File: config.mk
export PLATFORM = sky130hd
export DESIGN_NAME = tmc_timer
export DESIGN_NICKNAME = d
export VERILOG_FILES = /design/src/inc/tmc_pkg.sv /design/src/verilog/tmc_timer.sv /design/src/verilog/tmc_edge_sync.sv
export SDC_FILE = /design/constraint.sdc
export NUM_CORES = 1
export LEC_CHECK = 0
export BUFFER_PORTS_ARGS = -buffer_cell sky130_fd_sc_hd__buf_2
export CAP_MARGIN = 5
export CORE_MARGIN = 4
export CORE_UTILIZATION = 40
export CTS_CLUSTER_SIZE = 30
export DETAILED_ROUTE_END_ITERATION = 12
export GPL_TIMING_DRIVEN = 0
export PLACE_DENSITY = 0.64
export SETUP_SLACK_MARGIN = 0.3
export SLEW_MARGIN = 30
export SYNTH_ARGS = -nofsm -noshare
export SYNTH_HDL_FRONTEND = slang
export SYNTH_SLANG_ARGS = --single-unit
export TNS_END_PERCENT = 1
File: constraint.sdc
create_clock -name clk_sys_i -period 4.42 [get_ports clk_sys_i]
set_clock_uncertainty 0.05 [all_clocks]
set_input_delay 0.221 -clock clk_sys_i [delete_from_list [all_inputs] [get_ports clk_sys_i]]
set_output_delay 0.221 -clock clk_sys_i [all_outputs]
set_load 0.02 [all_outputs]
File: src/inc/tmc_pkg.sv
// Constants and register map of the 8/16-bit timer/counter.
// Assumes an APB slave with one 32-bit word per register.
package tmc_pkg;

    // Register byte offsets
    localparam logic [7:0]  TMC_OFF_CTRL    = 8'h00;
    localparam logic [7:0]  TMC_OFF_CNT_LO  = 8'h04;
    localparam logic [7:0]  TMC_OFF_BUF_HI  = 8'h08;
    localparam logic [7:0]  TMC_OFF_STATUS  = 8'h0C;

    // Decoded register selectors
    localparam logic [2:0]  TMC_SEL_CTRL    = 3'h0;
    localparam logic [2:0]  TMC_SEL_CNT_LO  = 3'h1;
    localparam logic [2:0]  TMC_SEL_BUF_HI  = 3'h2;
    localparam logic [2:0]  TMC_SEL_STATUS  = 3'h3;
    localparam logic [2:0]  TMC_SEL_NONE    = 3'h4;

    // Control register fields
    localparam int unsigned TMC_CTRL_PS_LSB = 0;
    localparam int unsigned TMC_CTRL_PS_W   = 3;
    localparam int unsigned TMC_CTRL_BYPASS = 3;
    localparam int unsigned TMC_CTRL_EDGE   = 4;
    localparam int unsigned TMC_CTRL_SRC    = 5;
    localparam int unsigned TMC_CTRL_MODE8  = 6;
    localparam int unsigned TMC_CTRL_EN     = 7;

    // Status register fields
    localparam int unsigned TMC_STAT_OVF    = 0;

    // Reset values
    localparam logic [7:0]  TMC_CTRL_RST    = 8'h08;
    localparam logic [7:0]  TMC_CNT_RST     = 8'h00;

    // Timing: system clocks per instruction cycle, inhibit length
    localparam int unsigned TMC_INSTR_DIV   = 4;
    localparam logic [1:0]  TMC_INHIBIT_CYC = 2'h2;

endpackage : tmc_pkg

File: src/verilog/tmc_timer.sv
// 8/16-bit timer/counter with buffered high byte, APB register slave.
// Assumes an APB master, one clock, external count pin synchronised here.
//
// Added by the designer: the APB slave port and the placing of the registers.
module tmc_timer #(
    parameter int unsigned INSTR_DIV = tmc_pkg::TMC_INSTR_DIV
) (
    input  wire logic        clk_sys_i,
    input  wire logic        sys_rst_i,
    input  wire logic        psel_i,
    input  wire logic        penable_i,
    input  wire logic        pwrite_i,
    input  wire logic [7:0]  paddr_i,
    input  wire logic [31:0] pwdata_i,
    output logic      [31:0] prdata_o,
    output logic             pready_o,
    output logic             pslverr_o,
    input  wire logic        external_count_input_i,
    output logic             overflow_o
);

    localparam int unsigned DIV_W = (INSTR_DIV > 1) ? $clog2(INSTR_DIV) : 1;

    function automatic logic [2:0] tmc_decode(input logic [7:0] addr);
        logic [2:0] sel;
        sel = tmc_pkg::TMC_SEL_NONE;
        case (addr)
            tmc_pkg::TMC_OFF_CTRL:   sel = tmc_pkg::TMC_SEL_CTRL;
            tmc_pkg::TMC_OFF_CNT_LO: sel = tmc_pkg::TMC_SEL_CNT_LO;
            tmc_pkg::TMC_OFF_BUF_HI: sel = tmc_pkg::TMC_SEL_BUF_HI;
            tmc_pkg::TMC_OFF_STATUS: sel = tmc_pkg::TMC_SEL_STATUS;
            default:                 sel = tmc_pkg::TMC_SEL_NONE;
        endcase
        return sel;
    endfunction : tmc_decode

    function automatic logic [7:0] tmc_ps_mask(input logic [2:0] ratio);
        logic [8:0] one_hot;
        one_hot = 9'h001 << ({1'b0, ratio} + 4'h1);
        return one_hot[7:0] - 8'h01;
    endfunction : tmc_ps_mask

    // Instruction clock divider
    logic [DIV_W-1:0] div_q;
    logic [DIV_W-1:0] div_d;
    logic             instr_tick;

    assign instr_tick = (div_q == DIV_W'(INSTR_DIV - 1));

    always_comb begin
        div_d = instr_tick ? '0 : div_q + 1'b1;
    end

    always_ff @(posedge clk_sys_i or posedge sys_rst_i) begin
        if (sys_rst_i) begin
            div_q <= '0;
        end else begin
            div_q <= div_d;
        end
    end

    // APB slave: one wait-free access phase, answer registered at setup
    logic [31:0] prdata_q;
    logic [31:0] prdata_d;
    logic        pready_q;
    logic        pready_d;
    logic        pslverr_q;
    logic        pslverr_d;
    logic        setup;
    logic        wr_acc;
    logic [2:0]  sel;
    logic        wr_ctrl;
    logic        wr_lo;
    logic        wr_hi;
    logic        wr_stat;
    logic        rd_lo;

    logic [7:0]  ctrl_q;
    logic [7:0]  ctrl_d;
    logic [7:0]  cnt_lo_q;
    logic [7:0]  cnt_lo_d;
    logic [7:0]  cnt_hi_q;
    logic [7:0]  cnt_hi_d;
    logic [7:0]  buf_hi_q;
    logic [7:0]  buf_hi_d;
    logic [7:0]  ps_cnt_q;
    logic [7:0]  ps_cnt_d;
    logic [1:0]  hold_q;
    logic [1:0]  hold_d;
    logic        ovf_q;
    logic        ovf_d;

    assign sel     = tmc_decode(paddr_i);
    assign setup   = psel_i & ~penable_i;
    assign wr_acc  = psel_i & penable_i & pready_q & pwrite_i;
    assign wr_ctrl = wr_acc & (sel == tmc_pkg::TMC_SEL_CTRL);
    assign wr_lo   = wr_acc & (sel == tmc_pkg::TMC_SEL_CNT_LO);
    assign wr_hi   = wr_acc & (sel == tmc_pkg::TMC_SEL_BUF_HI);
    assign wr_stat = wr_acc & (sel == tmc_pkg::TMC_SEL_STATUS);
    assign rd_lo   = setup & ~pwrite_i & (sel == tmc_pkg::TMC_SEL_CNT_LO);

    always_comb begin
        pready_d  = setup;
        pslverr_d = setup & (sel == tmc_pkg::TMC_SEL_NONE);
        prdata_d  = prdata_q;
        if (setup) begin
            prdata_d = '0;
            if (!pwrite_i) begin
                case (sel)
                    tmc_pkg::TMC_SEL_CTRL:   prdata_d[7:0] = ctrl_q;
                    tmc_pkg::TMC_SEL_CNT_LO: prdata_d[7:0] = cnt_lo_q;
                    tmc_pkg::TMC_SEL_BUF_HI: prdata_d[7:0] = buf_hi_q;
                    tmc_pkg::TMC_SEL_STATUS:
                        prdata_d[tmc_pkg::TMC_STAT_OVF] = ovf_q;
                    default:                 prdata_d = '0;
                endcase
            end
        end
    end

    always_ff @(posedge clk_sys_i or posedge sys_rst_i) begin
        if (sys_rst_i) begin
            prdata_q  <= '0;
            pready_q  <= 1'b0;
            pslverr_q <= 1'b0;
        end else begin
            prdata_q  <= prdata_d;
            pready_q  <= pready_d;
            pslverr_q <= pslverr_d;
        end
    end

    assign prdata_o  = prdata_q;
    assign pready_o  = pready_q;
    assign pslverr_o = pslverr_q;

    // Counting
    logic       ext_edge;
    logic       mode16;
    logic       src_evt;
    logic       ps_hit;
    logic       cnt_inc;
    logic       wrap;
    logic [7:0] ps_mask;
    logic [15:0] cnt16;

    tmc_edge_sync u_edge (
        .clk_sys_i     (clk_sys_i),
        .sys_rst_i     (sys_rst_i),
        .pin_i         (external_count_input_i),
        .falling_sel_i (ctrl_q[tmc_pkg::TMC_CTRL_EDGE]),
        .edge_o        (ext_edge)
    );

    assign mode16  = ~ctrl_q[tmc_pkg::TMC_CTRL_MODE8];
    assign cnt16   = {cnt_hi_q, cnt_lo_q};
    assign ps_mask = tmc_ps_mask(ctrl_q[tmc_pkg::TMC_CTRL_PS_LSB +:
                                        tmc_pkg::TMC_CTRL_PS_W]);
    assign src_evt = ctrl_q[tmc_pkg::TMC_CTRL_EN] &
                     (ctrl_q[tmc_pkg::TMC_CTRL_SRC] ? ext_edge
                                                    : instr_tick);
    assign ps_hit  = ctrl_q[tmc_pkg::TMC_CTRL_BYPASS] |
                     ((ps_cnt_q & ps_mask) == ps_mask);
    assign cnt_inc = src_evt & ps_hit & (hold_q == 2'h0) & ~wr_lo;
    assign wrap    = cnt_inc & (cnt_lo_q == 8'hFF) &
                     (~mode16 | (cnt_hi_q == 8'hFF));

    always_comb begin
        ctrl_d   = wr_ctrl ? pwdata_i[7:0] : ctrl_q;
        ps_cnt_d = ps_cnt_q;
        hold_d   = hold_q;
        cnt_lo_d = cnt_lo_q;
        cnt_hi_d = cnt_hi_q;
        buf_hi_d = buf_hi_q;
        ovf_d    = (ovf_q & ~(wr_stat & pwdata_i[tmc_pkg::TMC_STAT_OVF]))
                   | wrap;
        if (wr_lo) begin
            ps_cnt_d = '0;
            hold_d   = tmc_pkg::TMC_INHIBIT_CYC;
        end else begin
            if (src_evt && !ctrl_q[tmc_pkg::TMC_CTRL_BYPASS]) begin
                ps_cnt_d = ps_cnt_q + 8'h01;
            end
            if (instr_tick && hold_q != 2'h0) begin
                hold_d = hold_q - 2'h1;
            end
        end
        if (wr_lo) begin
            cnt_lo_d = pwdata_i[7:0];
            if (mode16) begin
                cnt_hi_d = buf_hi_q;
            end
        end else if (cnt_inc) begin
            if (mode16) begin
                {cnt_hi_d, cnt_lo_d} = cnt16 + 16'h0001;
            end else begin
                cnt_lo_d = cnt_lo_q + 8'h01;
            end
        end
        if (wr_hi) begin
            buf_hi_d = pwdata_i[7:0];
        end else if (rd_lo && mode16) begin
            buf_hi_d = cnt_hi_q;
        end
    end

    always_ff @(posedge clk_sys_i or posedge sys_rst_i) begin
        if (sys_rst_i) begin
            ctrl_q   <= tmc_pkg::TMC_CTRL_RST;
            ps_cnt_q <= '0;
            hold_q   <= '0;
            cnt_lo_q <= tmc_pkg::TMC_CNT_RST;
            cnt_hi_q <= tmc_pkg::TMC_CNT_RST;
            buf_hi_q <= tmc_pkg::TMC_CNT_RST;
            ovf_q    <= 1'b0;
        end else begin
            ctrl_q   <= ctrl_d;
            ps_cnt_q <= ps_cnt_d;
            hold_q   <= hold_d;
            cnt_lo_q <= cnt_lo_d;
            cnt_hi_q <= cnt_hi_d;
            buf_hi_q <= buf_hi_d;
            ovf_q    <= ovf_d;
        end
    end

    assign overflow_o = ovf_q;

    property p_timer_step;
        @(posedge clk_sys_i) disable iff (sys_rst_i)
        (ctrl_q[tmc_pkg::TMC_CTRL_EN] && !ctrl_q[tmc_pkg::TMC_CTRL_SRC]
         && ctrl_q[tmc_pkg::TMC_CTRL_BYPASS] && mode16 && instr_tick
         && hold_q == 2'h0 && !wr_lo) |=> cnt16 == $past(cnt16) + 16'h0001;
    endproperty
    a_timer_step: assert property (p_timer_step)
        else $error("timer mode did not step on instruction tick");

    property p_src_ignores_tick;
        @(posedge clk_sys_i) disable iff (sys_rst_i)
        (ctrl_q[tmc_pkg::TMC_CTRL_SRC] && !ext_edge && !wr_lo)
        |=> $stable(cnt16);
    endproperty
    a_src_ignores_tick: assert property (p_src_ignores_tick)
        else $error("counter mode moved without a pin edge");

    property p_edge_count;
        @(posedge clk_sys_i) disable iff (sys_rst_i)
        (ctrl_q[tmc_pkg::TMC_CTRL_EN] && ctrl_q[tmc_pkg::TMC_CTRL_SRC]
         && ctrl_q[tmc_pkg::TMC_CTRL_BYPASS] && mode16 && ext_edge
         && hold_q == 2'h0 && !wr_lo) |=> cnt16 == $past(cnt16) + 16'h0001;
    endproperty
    a_edge_count: assert property (p_edge_count)
        else $error("pin edge not counted");

    property p_inhibit_len;
        @(posedge clk_sys_i) disable iff (sys_rst_i)
        wr_lo |=> (hold_q != 2'h0)[*5];
    endproperty
    a_inhibit_len: assert property (p_inhibit_len)
        else $error("count inhibit shorter than two instruction cycles");

    property p_inhibit_hold;
        @(posedge clk_sys_i) disable iff (sys_rst_i)
        (hold_q != 2'h0 && !wr_lo) |=> $stable(cnt16);
    endproperty
    a_inhibit_hold: assert property (p_inhibit_hold)
        else $error("count moved during inhibit");

    property p_buf_write_no_effect;
        @(posedge clk_sys_i) disable iff (sys_rst_i)
        (wr_hi && !cnt_inc) |=> $stable(cnt16);
    endproperty
    a_buf_write_no_effect: assert property (p_buf_write_no_effect)
        else $error("buffer write changed the running count");

    property p_snapshot;
        @(posedge clk_sys_i) disable iff (sys_rst_i)
        (rd_lo && mode16) |=> buf_hi_q == $past(cnt_hi_q)
                              && prdata_q[7:0] == $past(cnt_lo_q);
    endproperty
    a_snapshot: assert property (p_snapshot)
        else $error("low byte read did not capture high byte");

    property p_load16;
        @(posedge clk_sys_i) disable iff (sys_rst_i)
        (wr_lo && mode16) |=>
            cnt16 == {$past(buf_hi_q), $past(pwdata_i[7:0])};
    endproperty
    a_load16: assert property (p_load16)
        else $error("low byte write did not load sixteen bits");

    property p_overflow;
        @(posedge clk_sys_i) disable iff (sys_rst_i)
        (cnt_inc && mode16 && cnt16 == 16'hFFFF) |=> ovf_q && cnt16 == '0;
    endproperty
    a_overflow: assert property (p_overflow)
        else $error("wrap did not set overflow");

    property p_hidden_high;
        @(posedge clk_sys_i) disable iff (sys_rst_i)
        (!mode16 && !$past(mode16)) |-> $stable(cnt_hi_q);
    endproperty
    a_hidden_high: assert property (p_hidden_high)
        else $error("upper byte moved in 8-bit mode");

endmodule : tmc_timer

File: src/verilog/tmc_edge_sync.sv
// Synchroniser and edge selector for the external count input.
// Assumes the pin may change at any time relative to clk_sys_i.
module tmc_edge_sync (
    input  wire logic clk_sys_i,
    input  wire logic sys_rst_i,
    input  wire logic pin_i,
    input  wire logic falling_sel_i,
    output logic      edge_o
);

    logic sync1_q;
    logic sync2_q;
    logic prev_q;
    logic edge_q;
    logic edge_d;

    always_comb begin
        // Rising edge unless falling selected
        if (falling_sel_i) begin
            edge_d = prev_q & ~sync2_q;
        end else begin
            edge_d = ~prev_q & sync2_q;
        end
    end

    always_ff @(posedge clk_sys_i or posedge sys_rst_i) begin
        if (sys_rst_i) begin
            sync1_q <= 1'b0;
            sync2_q <= 1'b0;
            prev_q  <= 1'b0;
            edge_q  <= 1'b0;
        end else begin
            sync1_q <= pin_i;
            sync2_q <= sync1_q;
            prev_q  <= sync2_q;
            edge_q  <= edge_d;
        end
    end

    assign edge_o = edge_q;

    property p_rise_latency;
        @(posedge clk_sys_i) disable iff (sys_rst_i)
        (!falling_sel_i && !pin_i) ##1 (pin_i && !falling_sel_i)[*3]
        |=> edge_q;
    endproperty
    a_rise_latency: assert property (p_rise_latency)
        else $error("rising pin edge not counted after sync latency");

endmodule : tmc_edge_sync

==> metrics.md <==
| Metric | Value |
|---|---|
| Status | `finished, final reports clean` |
| Hold Path End | `buf_hi_q[0]$_DFFE_PP0P_` |
| Min-delay worst type | `in -> reg` |
| Post-CTS sizing | `0` |
| CTS root buf | `clkbuf_8` |
| Fill cell count | `812` |
| Hold Slack | `0.0871 ns` |
| RePlAce Congestion | `0.900` |
| All-Layer GR Usage | `0.181` |
| RR Startpoint | `ctrl_q[2]$_DFFE_PP0P_` |
| Post-synth ARST share | `1.00` |
| Core area | `8380 um^2` |
| Port bufs | `32` |
| GRT overflow | `0` |
| Slew margin rel. | `0.448` |
| Total number of vias | `3056` |
| Fraction of layout cells with a size suffix above 1 | `0.230` |
| Post-synth top flop | `dfrtp_1` |
| Dpl hpwl | `6720 um` |
| CTS Sinks | `59` |
| Multi-input logic area | `between 1500 and 2000 um^2` |
| Sequential cell area | `1480 um^2` |
| Crit end category | `register` |
| Pwr/cell area | `290 nW/um^2` |
| Die area | `10400 um^2` |
| 1st-pass router iterations | `5` |
| Final setup viols | `0` |
| # rows | `33` |
| Synth warn | `0` |
| Largest net degree at the start of global routing | `51` |
| Cells after synthesis | `374` |
| Clk buf depth | `2` |
| P_leak | `between 1.5 and 2 nW` |
| Height of the die | `102 um` |
| Clock Latency Late Sink | `about 0.34 ns` |
| Nets | `494` |
| Commonest non-fill, non-tap cells in the layout | `58 x dfrtp_1, 45 x nand2_1, 36 x buf_2, 27 x nor2_1, 25 x conb_1` |
| Synthesis-to-layout area growth | `18.6%` |
| R2R setup slack | `1.20 ns` |
| Max VDD drop | `153 uV` |
| Initial core utilization | `0.419` |
| Commonest non-fill, non-tap cell in the layout | `dfrtp_1` |
| I/O Pins | `81` |
| Post-Route M1 WL | `between 4000 and 5000 um` |
| Fmax achieved | `311 MHz` |
| Hold Violations, Final | `0` |
| Sequential element share of the synthesized area | `0.420` |
| Routed wire length on met2 | `4110 um` |
| DR WL met3 | `599 um` |
| Synthesized cell area | `around 3500 um^2` |
| R2R cell count | `8` |
| Worst Min Path Start | `pwdata_i[0]` |
| WP data required | `4.62 ns` |
| Total of max-cap violations | `0` |
| Syn avg cell area | `9.40 um^2` |
| DR top layer | `met4` |
| DRC errors left | `0` |
| H-Tree Depth | `3` |
| Final Cycle Share | `0.728` |
| Distinct cells, synth | `66` |
| Vias in the first global route | `2821` |
| Post-CTS setup buffer count | `0` |
| Sum of negative setup slack | `0 ns` |
| RSZ-0062 raised after global routing | `false` |
| Setup Crit Path Kind | `reg -> reg` |
| Final min period | `3.22 ns` |
| Clk pin slew, worst setup/hold paths | `0.07 ns` |
| WHS Path Cells | `3` |
| Antenna Nets Post-Route | `0` |
| CTS tree | `built` |
| Ant diodes | `0` |
| TritonCTS Buffers | `9` |
| Reg-to-Reg End | `cnt_hi_q[2]$_DFFE_PP0P_` |
| Wire per inst | `16.3 um` |
| Initial DRC Count | `212` |
| Critical path startpoint category | `register` |
| Number of enable flip-flop cells after synthesis | `0` |
| Critical path peak fanout | `10` |
| CP arrival | `3.42 ns` |
| Initial antenna violation count | `0` |
| WL final | `roughly 9000 um` |
| Die width | `102 um` |
| Drt via density | `5.53` |
| Synthesized flop and latch total | `59` |
| Final Max Slew Viols | `0` |
| Slew @ Worst Pin | `0.823 ns` |
| First-pass GRT wire length | `14400 um` |
-- stage by stage --
step	worst slack, ns	cell area (um^2)	cells	total power [mW]	utilization
final	1.20	4170	553	1.21	0.497
after global routing	1.05	4170	553	1.26	0.497
after global placement	1.29	3890	534	0.691	0.464
after floorplan	1.57	3600	397	0.661	-
after CTS	1.22	4160	553	1.22	0.496
after detailed placement	1.25	3930	535	0.698	0.469
-- synth_stat cells (all sizes together) (4+ instances only) --
cell | count | area [um^2]
dfrtp | 58 | 1450
nand2 | 45 | 169
buf | 32 | 230
nor2 | 27 | 101
o21ai | 22 | 110
a21oi | 14 | 73.8
a22oi | 11 | 82.6
clkbuf | 11 | 41.3
inv | 11 | 41.3
mux2 | 10 | 113
mux2i | 10 | 100
a22o | 8 | 70.1
nand4 | 8 | 50.1
and3 | 7 | 45.1
nand3 | 6 | 30.0
or3 | 6 | 37.5
a31oi | 5 | 31.3
ha | 5 | 62.6
nor2b | 5 | 31.3
nor4 | 5 | 52.6
o21bai | 5 | 41.3
a211oi | 4 | 30.0
a311oi | 4 | 35.0
nand2b | 4 | 25.0
nor3 | 4 | 20.0
xor2 | 4 | 35.0
-- final cells by class --
cell class	instances	share of cell area
Multi-Input combinational cell	284	0.438
Timing Repair Buffer	35	0.0498
Clock buffer	12	0.0396
Clock inverter	4	0.0114
Tap cell	105	0.0315
Sequential cell	59	0.354
Inverter	11	0.0105
Buffer	43	0.0651
-- metal layers --
metal | vias up | global-route usage
met1 | 1454 | 0.257
met4 | 0 | 0.0440
li1 | 1468 | -
met3 | 9 | 0.0468
met5 | - | 0
met2 | 125 | 0.276
-- flip-flops by register name, indices dropped and copies added (netlist names), 2 cells and up --
signal    flops
buf_hi_q      8
cnt_hi_q      8
cnt_lo_q      8
ctrl_q        8
div_q         2
hold_q        2
prdata_o      8
ps_cnt_q      8
-- how the worst max path moves through the flow --
| stage | start | to | slack (ns) | cells past startpoint |
|---|---|---|---|---|
| floorplan | ctrl_q[2]$_DFFE_PP0P_ | cnt_hi_q[4]$_DFFE_PP0P_ | 1.57 | 9 |
| global placement | ctrl_q[2]$_DFFE_PP0P_ | cnt_hi_q[4]$_DFFE_PP0P_ | 1.29 | 9 |
| detailed placement | ctrl_q[2]$_DFFE_PP0P_ | cnt_hi_q[1]$_DFFE_PP0P_ | 1.25 | 9 |
| CTS | ctrl_q[2]$_DFFE_PP0P_ | cnt_hi_q[1]$_DFFE_PP0P_ | 1.22 | 8 |
| global route | ctrl_q[2]$_DFFE_PP0P_ | cnt_hi_q[2]$_DFFE_PP0P_ | 1.05 | 8 |
| finish | ctrl_q[2]$_DFFE_PP0P_ | cnt_hi_q[2]$_DFFE_PP0P_ | 1.20 | 8 |
-- power by group --
part	switching, mW	leakage [nW]	internal [mW]
registers	0.00900	0.751	0.556
clock network	0.215	0.108	0.304
logic	0.0744	1.05	0.0504
total	0.299	1.91	0.910
-- critical path, stage by stage (launching register included) --
cell	delay (ns)
dfrtp_1	0.40
buf_2	0.18
or3_1	0.37
ha_1	0.24
or4b_1	0.50
a21o_1	0.26
a211oi_1	0.57
nor2_1	0.26
a221oi_2	0.27
-- kinds of logic after synthesis --
family                   Yosys count  share of synthesized area
flip-flops                        59                      0.420
AND/OR/NAND/NOR                  130                      0.191
adder cells (fa/ha/maj)            5                     0.0178
other                              2                    0.00214
XOR/XNOR                           7                     0.0174
buffers and inverters             54                     0.0890
AO/OA/AOI/OAI                     96                      0.194
multiplexers                      21                     0.0680
-- what timing repair did --
item	CTS	global route
hold buffers	2	0
endpoints found under the setup margin	0	0
endpoints found under the hold margin	51	0
Power figures use the tool's default switching activity.
